`config.mk`:
```
export PLATFORM = sky130hd
export DESIGN_NAME = boot_remap_address_decoder
export DESIGN_NICKNAME = d
export VERILOG_FILES = /design/src/boot_remap_pkg.sv /design/src/boot_remap_decode_if.sv /design/src/boot_remap_address_decoder.sv /design/src/boot_remap_decode.sv
export SDC_FILE = /design/constraint.sdc
export NUM_CORES = 1
export LEC_CHECK = 0
export BUFFER_PORTS_ARGS = -buffer_cell sky130_fd_sc_hd__buf_2
export CAP_MARGIN = 5
export CORE_MARGIN = 8
export CORE_UTILIZATION = 43
export DETAILED_ROUTE_END_ITERATION = 12
export GPL_TIMING_DRIVEN = 0
export PLACE_DENSITY = 0.81
export SETUP_SLACK_MARGIN = 0.1
export SLEW_MARGIN = 20
export SYNTH_ARGS = -nofsm -noshare
export SYNTH_HDL_FRONTEND = slang
export SYNTH_HIERARCHICAL = 1
export SYNTH_SLANG_ARGS = --single-unit
export TNS_END_PERCENT = 100
```
`constraint.sdc`:
```
create_clock -name core_clk_i -period 1.6 [get_ports core_clk_i]
set_input_delay 0.16 -clock core_clk_i [delete_from_list [all_inputs] [get_ports core_clk_i]]
set_output_delay 0.16 -clock core_clk_i [all_outputs]
set_load 0.01 [all_outputs]
```
`src/boot_remap_pkg.sv`:
```
package boot_remap_pkg;

	// address split
	localparam int unsigned BANK_MSB        = 31;
	localparam int unsigned BANK_LSB        = 28;
	localparam int unsigned AREA_MSB        = 27;
	localparam int unsigned AREA_LSB        = 20;
	localparam int unsigned NUM_MASTERS     = 6;
	localparam int unsigned NUM_CPU_MASTERS = 2;

	// banks
	localparam logic [3:0] BANK_INTERNAL  = 4'h0;
	localparam logic [3:0] BANK_EXT_FIRST = 4'h1;
	localparam logic [3:0] BANK_EXT_LAST  = 4'h7;
	localparam logic [3:0] BANK_PERIPH    = 4'hf;

	// 1-Mbyte areas inside bank zero
	localparam logic [7:0] AREA_BOOT = 8'h00;
	localparam logic [7:0] AREA_ROM  = 8'h01;
	localparam logic [7:0] AREA_RAM0 = 8'h02;
	localparam logic [7:0] AREA_RAM1 = 8'h03;
	localparam logic [7:0] AREA_USBH = 8'h05;

	// reset values
	localparam logic RESET_REMAP       = 1'b0;
	localparam logic RESET_DYN_ON_ONE  = 1'b0;

	// static controller boot defaults for external boot
	localparam logic       BOOT_BYTE_SELECT = 1'b1;
	localparam logic [1:0] BOOT_BUS_16      = 2'h1;
	localparam logic       BOOT_RW_BY_CS    = 1'b1;

	typedef enum logic [3:0] {
		TGT_NONE   = 4'h0,
		TGT_ROM    = 4'h1,
		TGT_RAM0   = 4'h2,
		TGT_RAM1   = 4'h3,
		TGT_USBH   = 4'h4,
		TGT_EXT    = 4'h5,
		TGT_PERIPH = 4'h6
	} target_e;

	typedef enum logic [1:0] {
		BOOT_INTERNAL = 2'h0,
		BOOT_EXTERNAL = 2'h1,
		BOOT_REMAPPED = 2'h2
	} boot_map_e;

endpackage : boot_remap_pkg

```
`src/boot_remap_decode_if.sv`:
```
`timescale 1ns/100ps
`default_nettype none

interface boot_remap_decode_if;
	logic                        cpu_master;
	logic                        remap;
	logic                        boot_sel;
	logic                        dyn_on_one;
	logic [31:0]                 addr;
	boot_remap_pkg::target_e     target;
	logic [2:0]                  ext_cs;
	logic                        ext_dynamic;
	logic                        abort;
	boot_remap_pkg::boot_map_e   boot_map;

	modport requester (output cpu_master, output remap, output boot_sel, output dyn_on_one, output addr,
	                   input target, input ext_cs, input ext_dynamic, input abort, input boot_map);
	modport decoder   (input cpu_master, input remap, input boot_sel, input dyn_on_one, input addr,
	                   output target, output ext_cs, output ext_dynamic, output abort, output boot_map);
endinterface : boot_remap_decode_if

`default_nettype wire

```
`src/boot_remap_address_decoder.sv`:
```
`timescale 1ns/100ps
`default_nettype none

module boot_remap_address_decoder #(
	parameter int unsigned NUM_MASTERS     = boot_remap_pkg::NUM_MASTERS,
	parameter int unsigned NUM_CPU_MASTERS = boot_remap_pkg::NUM_CPU_MASTERS
) (
	// clock and reset
	input  wire logic                        core_clk_i,
	input  wire logic                        reset_n_i,
	// strap and configuration
	input  wire logic                        boot_select_pin_i,
	input  wire logic                        remap_set_i,
	input  wire logic                        remap_clear_i,
	input  wire logic                        external_select_one_dynamic_i,
	// master requests
	input  wire logic [NUM_MASTERS-1:0]      req_valid_i,
	input  wire logic [NUM_MASTERS*32-1:0]   req_addr_i,
	// routing answers
	output logic [NUM_MASTERS-1:0]           route_valid_o,
	output logic [NUM_MASTERS*4-1:0]         route_target_o,
	output logic [NUM_MASTERS*3-1:0]         route_ext_select_o,
	output logic [NUM_MASTERS-1:0]           route_ext_dynamic_o,
	output logic [NUM_MASTERS-1:0]           route_abort_o,
	// status
	output logic                             remap_o,
	output logic                             boot_select_o,
	output logic                             smc_byte_select_o,
	output logic [1:0]                       smc_bus_width_o,
	output logic                             smc_rw_by_cs_o
);

	////////////////////////////////////////////////////////////////////////////
	// state

	typedef struct packed {
		logic                         strap_taken;
		logic                         boot_sel;
		logic                         remap;
		logic                         dyn_on_one;
		logic [NUM_MASTERS-1:0]       valid;
		logic [NUM_MASTERS*4-1:0]     target;
		logic [NUM_MASTERS*3-1:0]     ext_cs;
		logic [NUM_MASTERS-1:0]       ext_dyn;
		logic [NUM_MASTERS-1:0]       abort;
		logic                         smc_byte_sel;
		logic [1:0]                   smc_width;
		logic                         smc_rw_cs;
	} state_s;

	state_s state_ff;
	state_s nxt_state;

	logic                         boot_sel_now;
	logic [NUM_MASTERS*4-1:0]     dec_target;
	logic [NUM_MASTERS*3-1:0]     dec_ext_cs;
	logic [NUM_MASTERS-1:0]       dec_ext_dyn;
	logic [NUM_MASTERS-1:0]       dec_abort;

	// strap used live on the first cycle, held value afterwards
	assign boot_sel_now = state_ff.strap_taken ? state_ff.boot_sel : boot_select_pin_i;

	////////////////////////////////////////////////////////////////////////////
	// per-master decoders

	for (genvar m = 0; m < NUM_MASTERS; m++) begin : g_master
		boot_remap_decode_if dif ();

		assign dif.cpu_master = (m < NUM_CPU_MASTERS);
		assign dif.remap      = state_ff.remap;
		assign dif.boot_sel   = boot_sel_now;
		assign dif.dyn_on_one = state_ff.dyn_on_one;
		assign dif.addr       = req_addr_i[m*32 +: 32];

		boot_remap_decode u_decode (
			.dec (dif.decoder)
		);

		assign dec_target[m*4 +: 4]  = dif.target;
		assign dec_ext_cs[m*3 +: 3]  = dif.ext_cs;
		assign dec_ext_dyn[m]        = dif.ext_dynamic;
		assign dec_abort[m]          = dif.abort;
	end

	////////////////////////////////////////////////////////////////////////////
	// next state

	always_comb begin
		nxt_state = state_ff;
		// capture strap once after reset release
		if (!state_ff.strap_taken) begin
			nxt_state.strap_taken = 1'b1;
			nxt_state.boot_sel    = boot_select_pin_i;
			if (!boot_select_pin_i) begin
				nxt_state.smc_byte_sel = boot_remap_pkg::BOOT_BYTE_SELECT;
				nxt_state.smc_width    = boot_remap_pkg::BOOT_BUS_16;
				nxt_state.smc_rw_cs    = boot_remap_pkg::BOOT_RW_BY_CS;
			end
		end
		if (remap_set_i) begin
			nxt_state.remap = 1'b1;
		end else if (remap_clear_i) begin
			nxt_state.remap = 1'b0;
		end
		nxt_state.dyn_on_one = external_select_one_dynamic_i;
		// registered routing answer
		nxt_state.valid   = req_valid_i;
		nxt_state.target  = dec_target;
		nxt_state.ext_cs  = dec_ext_cs;
		nxt_state.ext_dyn = dec_ext_dyn;
		// abort only for a real request
		nxt_state.abort   = dec_abort & req_valid_i;
	end

	always_ff @(posedge core_clk_i) begin
		if (!reset_n_i) begin
			state_ff              <= '0;
			state_ff.remap        <= boot_remap_pkg::RESET_REMAP;
			state_ff.dyn_on_one   <= boot_remap_pkg::RESET_DYN_ON_ONE;
		end else begin
			state_ff <= nxt_state;
		end
	end

	////////////////////////////////////////////////////////////////////////////
	// outputs

	assign route_valid_o       = state_ff.valid;
	assign route_target_o      = state_ff.target;
	assign route_ext_select_o  = state_ff.ext_cs;
	assign route_ext_dynamic_o = state_ff.ext_dyn;
	assign route_abort_o       = state_ff.abort;
	assign remap_o             = state_ff.remap;
	assign boot_select_o       = state_ff.boot_sel;
	assign smc_byte_select_o   = state_ff.smc_byte_sel;
	assign smc_bus_width_o     = state_ff.smc_width;
	assign smc_rw_by_cs_o      = state_ff.smc_rw_cs;

endmodule : boot_remap_address_decoder

`default_nettype wire

```
`src/boot_remap_decode.sv`:
```
`timescale 1ns/100ps
`default_nettype none

module boot_remap_decode (
	boot_remap_decode_if.decoder dec
);

	logic [3:0] bank;
	logic [7:0] area;

	assign bank = dec.addr[boot_remap_pkg::BANK_MSB:boot_remap_pkg::BANK_LSB];
	assign area = dec.addr[boot_remap_pkg::AREA_MSB:boot_remap_pkg::AREA_LSB];

	always_comb begin
		dec.target      = boot_remap_pkg::TGT_NONE;
		dec.ext_cs      = 3'h0;
		dec.ext_dynamic = 1'b0;
		dec.abort       = 1'b0;
		// remap wins over the strap
		if (dec.remap) begin
			dec.boot_map = boot_remap_pkg::BOOT_REMAPPED;
		end else if (dec.boot_sel) begin
			dec.boot_map = boot_remap_pkg::BOOT_INTERNAL;
		end else begin
			dec.boot_map = boot_remap_pkg::BOOT_EXTERNAL;
		end
		if (bank == boot_remap_pkg::BANK_INTERNAL) begin
			if (area == boot_remap_pkg::AREA_BOOT && dec.cpu_master) begin
				case (dec.boot_map)
					boot_remap_pkg::BOOT_INTERNAL: begin
						dec.target = boot_remap_pkg::TGT_ROM;
					end
					boot_remap_pkg::BOOT_EXTERNAL: begin
						dec.target = boot_remap_pkg::TGT_EXT;
					end
					default: begin
						dec.target = boot_remap_pkg::TGT_RAM0;
					end
				endcase
			end else if (area == boot_remap_pkg::AREA_ROM) begin
				dec.target = boot_remap_pkg::TGT_ROM;
			end else if (area == boot_remap_pkg::AREA_RAM0) begin
				dec.target = boot_remap_pkg::TGT_RAM0;
			end else if (area == boot_remap_pkg::AREA_RAM1) begin
				dec.target = boot_remap_pkg::TGT_RAM1;
			end else if (area == boot_remap_pkg::AREA_USBH) begin
				dec.target = boot_remap_pkg::TGT_USBH;
			end else begin
				dec.abort = 1'b1;
			end
		end else if (bank >= boot_remap_pkg::BANK_EXT_FIRST && bank <= boot_remap_pkg::BANK_EXT_LAST) begin
			dec.target = boot_remap_pkg::TGT_EXT;
			// one bank per select
			// bank one carries select zero, so bank two is select one
			dec.ext_cs = bank[2:0] - 3'h1;
			dec.ext_dynamic = dec.dyn_on_one && (bank == 4'h2);
		end else if (bank == boot_remap_pkg::BANK_PERIPH) begin
			dec.target = boot_remap_pkg::TGT_PERIPH;
		end else begin
			dec.abort = 1'b1;
		end
	end

endmodule : boot_remap_decode

`default_nettype wire

```
==> results_dict.tcl, run 1 <==
set metrics [dict create \
    htree_levels 3 \
    yosysWarnings 6 \
    first_pass_iters 4 \
    place.gp.congestion 0.909 \
    placedCellCount 726 \
    swShare_pct 27.6 \
    crit_fanout 6 \
    antenna_found_initial 1 \
    wl_mm 10.6 \
    internal_power_mw 2.82 \
    ioPinCount 270 \
    root_buffer "clkbuf_8" \
    critPathSlowestCell "mux2_4" \
    max_clock_freq_ghz 0.706 \
    drt_iter0_drc 126 \
    max-slew-margin-rel_pct 60.3 \
    nets 843 \
    io_buffers 142 \
    clock_skew_ps 7.59 \
    rows 35 \
    rsz0062_at_grt "yes" \
    die_width_um 114 \
    grt_max_degree 21 \
    dieArea_um2 12900 \
    outcome "finished clean" \
    dp_hpwl_mm 8.49 \
    avgViaCountPerCell 4.63 \
    crit_path_cell_trace "mux2_4 > nor4b_4 > mux2i_1 > o221ai_1 > and2_1" \
    path_delay_family "multiplexers" \
    p_clk_share_pct 34.6 \
    period_needed_ps 1420 \
    drive_above_1_share_pct 44.6 \
    hp-class "in -> reg" \
    drc 0 \
    final_common_cell "buf_2" \
    cts.sink_count 65 \
    syn_to_final_growth_pct 29.0 \
    required_ps 1880 \
    final_cells 743 \
    clkLatencyLatePin_ps 330 \
    cp_data_arrival_time_ps 1700 \
    setup_violations 0 \
    gr-total-overflow 0 \
    cts_tree "done" \
    end_kind "register" \
    antennaDiodeCount 0 \
    grt_pass1_wl_mm 17.0 \
    cts_buffer_depth 2 \
    ir_worst_vdd_mv 0.433 \
    cpPeakStageDelay_ps 360 \
    core_um2 9240 \
    critPathKind "reg -> reg" \
    final_cell_mix "buf_2 (142), buf_4 (70), dfxtp_1 (63)" \
    syn_area_um2 4100 \
    start_util_pct 44.4 \
    grt_pass1_vias 3589 \
    crit_buf_inv 0 \
    detail-route-antenna-nets 0 \
    worst_slack_ps 183 \
    tightestPinTransition_ps 595 \
    groute.usage.overall_pct 16.3 \
    leakagePower_nw 2.70 \
    vias 3437 \
    p_comb_share_pct 21.0 \
    critPathLaunchType "register" \
    hold_buffers 0 \
    p_sw_mw 1.07 \
    numCtsBuffers 9 \
    place_ws_ps -35.5 \
    wl_per_cell_um 14.3 \
    slew_violations 0 \
    syn_inst 432 \
    hold_slack_ps 26.1 \
    clk_pin_slew_ps 80 \
    period_share_pct 88.6 \
    hold_viol 0 \
    drv_cap 0 \
    cp.depth 5 \
    p_per_area_nw_per_um2 737 \
    syn_area_per_cell_um2 9.49 \
    rr_worst_depth 5 \
    sequentialPowerShare_pct 44.5 \
    die_h_um 114 \
    hold-path-cell-count 2 \
]
==> registers in the layout, indices dropped and copies added, names as in the netlist <==
signal	flops
state_ff	1
boot_select_o	1
g_master.dif.dyn_on_one	1
smc_rw_by_cs_o	1
route_ext_select_o	18
remap_o	1
route_ext_dynamic_o	6
route_target_o	24
route_abort_o	6
route_valid_o	6
==> worst paths after layout <==
path | startpoint | end | slack, ps
worst min-delay path | external_select_one_dynamic_i | g_master[0].dif.dyn_on_one | 30
worst min register to register | state_ff[67] | smc_rw_by_cs_o | 540
worst max register to register | state_ff[67] | route_target_o[6] | 180
worst max-delay path | state_ff[67] | route_target_o[6] | 180
==> worst register-to-register path: stages, from the launching register on <==
cell and delay [ps]:
dfxtp_2 340, mux2_4 360, nor4b_4 270, mux2i_1 100
o221ai_1 160, and2_1 150
==> per-stage QoR <==
step / total power, mW / area [µm²] / util [%] / setup TNS [ps]
after global routing: 4.09 / 5290 / 57.2 / 0
after CTS: 3.93 / 5260 / 57.0 / 0
after global placement: 2.54 / 5060 / 54.7 / 0
after detailed placement: 2.57 / 5060 / 54.7 / -64.6
final: 3.90 / 5290 / 57.2 / 0
after floorplan: 2.23 / 4190 / - / 0
==> area by class of cell <==
class / instances / area [µm²]
Tap cell: 129 / 161
Clock inverter: 5 / 56.3
Multi-Input combinational cell: 273 / 2170
Clock buffer: 11 / 131
Buffer: 81 / 616
Fill cell: 846 / 3950
Inverter: 36 / 135
Sequential cell: 65 / 1300
Timing Repair Buffer: 143 / 718
==> power groups by stage <==
stage	Combinational, mW	Sequential, mW	Clock, mW
after CTS	0.810	1.73	1.39
after detailed placement	0.803	1.77	0
after global routing	0.900	1.74	1.45
after global placement	0.775	1.76	0
after floorplan	0.478	1.76	0
final	0.818	1.73	1.35
==> what timing repair did <==
action | in CTS | in global routing
buffers inserted | 0 | 1
gates resized for setup | 4 | 3
pin swaps | 0 | 4
setup endpoints to repair | 5 | 2
endpoints found under the hold margin | 0 | 0
==> layer usage <==
metal,routed length [µm],global-route usage [%],vias up,share of wire (%)
li1,-,-,1716,-
met1,4450,18.5,1576,42
met2,5160,27.9,120,48
met3,806,4.75,23,7.6
met4,222,7.10,2,2.1
met5,8,0,-,0.075
No activity file was read; power rests on OpenSTA's default activity.
==> run 2, diff against run 1 <==
- REMOVE_ABC_BUFFERS: default -> 1
- SLEW_MARGIN: 20 -> default
==> results_dict.tcl, run 2 (synthesis results as in run 1) <==
set metrics [dict create \
    outcome "finished clean" \
    start_util_pct 44.4 \
    grt_max_degree 66 \
    drt_iter0_drc 91 \
    cp_data_arrival_time_ps 1690 \
    max_clock_freq_ghz 0.707 \
    die_width_um 114 \
    critPathSlowestCell "mux2_4" \
    ioPinCount 270 \
    required_ps 1880 \
    leakagePower_nw 2.33 \
    place.gp.congestion 0.808 \
    drv_cap 0 \
    end_kind "register" \
    hold_slack_ps 30.2 \
    detail-route-antenna-nets 0 \
    grt_pass1_vias 3283 \
    n_fill_cell 836 \
    drive_above_1_share_pct 37.3 \
    critPathLaunchType "register" \
    rows 35 \
    crit_fanout 4 \
    setup_violations 0 \
    p_per_area_nw_per_um2 840 \
    clock_skew_ps 6.08 \
    cpPeakStageDelay_ps 350 \
    path_delay_family "multiplexers" \
    largest_reg_flops 24 \
    die_h_um 114 \
    clkLatencyLatePin_ps 330 \
    clk_pin_slew_ps 70 \
    dieArea_um2 12900 \
    drc 0 \
    multi_input_area_um2 2170 \
    ir_worst_vdd_mv 0.602 \
    hold_viol 0 \
    first_pass_iters 4 \
    root_buffer "clkbuf_8" \
    final_cell_mix "buf_2 (148), dfxtp_1 (63), and2_1 (55)" \
    rsz0062_at_grt "yes" \
    cts_tree "done" \
    syn_to_final_growth_pct 16.1 \
    groute.usage.overall_pct 14.4 \
    wl_mm 9.49 \
    io_buffers 148 \
    numCtsBuffers 9 \
    dp_hpwl_mm 7.50 \
    max-slew-margin-rel_pct 42.8 \
    postLayoutCoreUtil_pct 51.5 \
    cts.sink_count 65 \
    ff_latch_area_um2 1300 \
    slew_violations 0 \
    antenna_found_initial 1 \
    final_common_cell "buf_2" \
    gr-total-overflow 0 \
    tightestPinTransition_ps 858 \
    period_needed_ps 1410 \
    htree_levels 3 \
    nets 770 \
    hp-class "in -> reg" \
    wl_per_cell_um 14.2 \
    crit_path_cell_trace "mux2_4 > nor4b_4 > mux2i_1 > o221ai_1 > and2_1" \
    critPathKind "reg -> reg" \
    cts_buffer_depth 2 \
    hold_buffers 0 \
    period_share_pct 88.4 \
    avgViaCountPerCell 4.72 \
    antennaDiodeCount 0 \
    grt_pass1_wl_mm 15.1 \
    core_um2 9240 \
    crit_buf_inv 0 \
    vias 3160 \
]
## run 2: cell types whose count changed in the layout (fill, tap and decap cells not counted), sizes merged
cell and change:
buf -67, bufinv +1, clkbuf -6, clkinv -3
inv +2
## run 2: final cells by class
| class | count | share of cell area (%) |
|---|---|---|
| clock inverters | 5 | 1.79 |
| flip-flops and latches | 65 | 27.4 |
| inverters | 36 | 2.84 |
| multi-input cells | 273 | 45.6 |
| well taps | 129 | 3.39 |
| repair buffers | 151 | 16.0 |
| clock buffers | 11 | 2.97 |
## run 2: metal layers
| layer | share of wire (%) | GRT usage (%) |
|---|---|---|
| met2 | 45 | 23.6 |
| met5 | 0.11 | 0 |
| met1 | 43 | 15.8 |
| met3 | 10 | 6.18 |
| met4 | 1.8 | 7.02 |
## run 2: what timing repair did
action	CTS	global route
gates resized for setup	2	5
cloned	0	0
setup buffers	2	1
endpoints found under the setup margin	5	2
pin swaps	0	2
## run 2: path summary, 6_finish.rpt
check | from | endpoint | slack [ps] | cells after the start
max | state_ff[67] | route_target_o[6] | 190 | 5
min | remap_set_i | remap_o | 30 | 2
max reg2reg | state_ff[67] | route_target_o[6] | 190 | 5
min reg2reg | smc_rw_by_cs_o | smc_rw_by_cs_o | 510 | 1
## run 2: power by group
group	switching, mW	internal, mW	total, mW	leakage [nW]
Combinational	0.373	0.310	0.683	1.68
Clock	0.649	0.932	1.58	0.111
Sequential	0.0367	1.69	1.73	0.535
## run 2: per-stage QoR
stage	power (mW)	setup TNS [ps]	cells	area, µm²	worst slack (ps)
detailed placement	2.43	-48.7	651	4470	-21.8
global placement	2.41	0	651	4470	43.8
CTS	4.05	0	669	4720	100
finish	3.99	0	670	4760	186
floorplan	2.08	0	374	3570	218
global route	4.19	0	670	4760	90.6
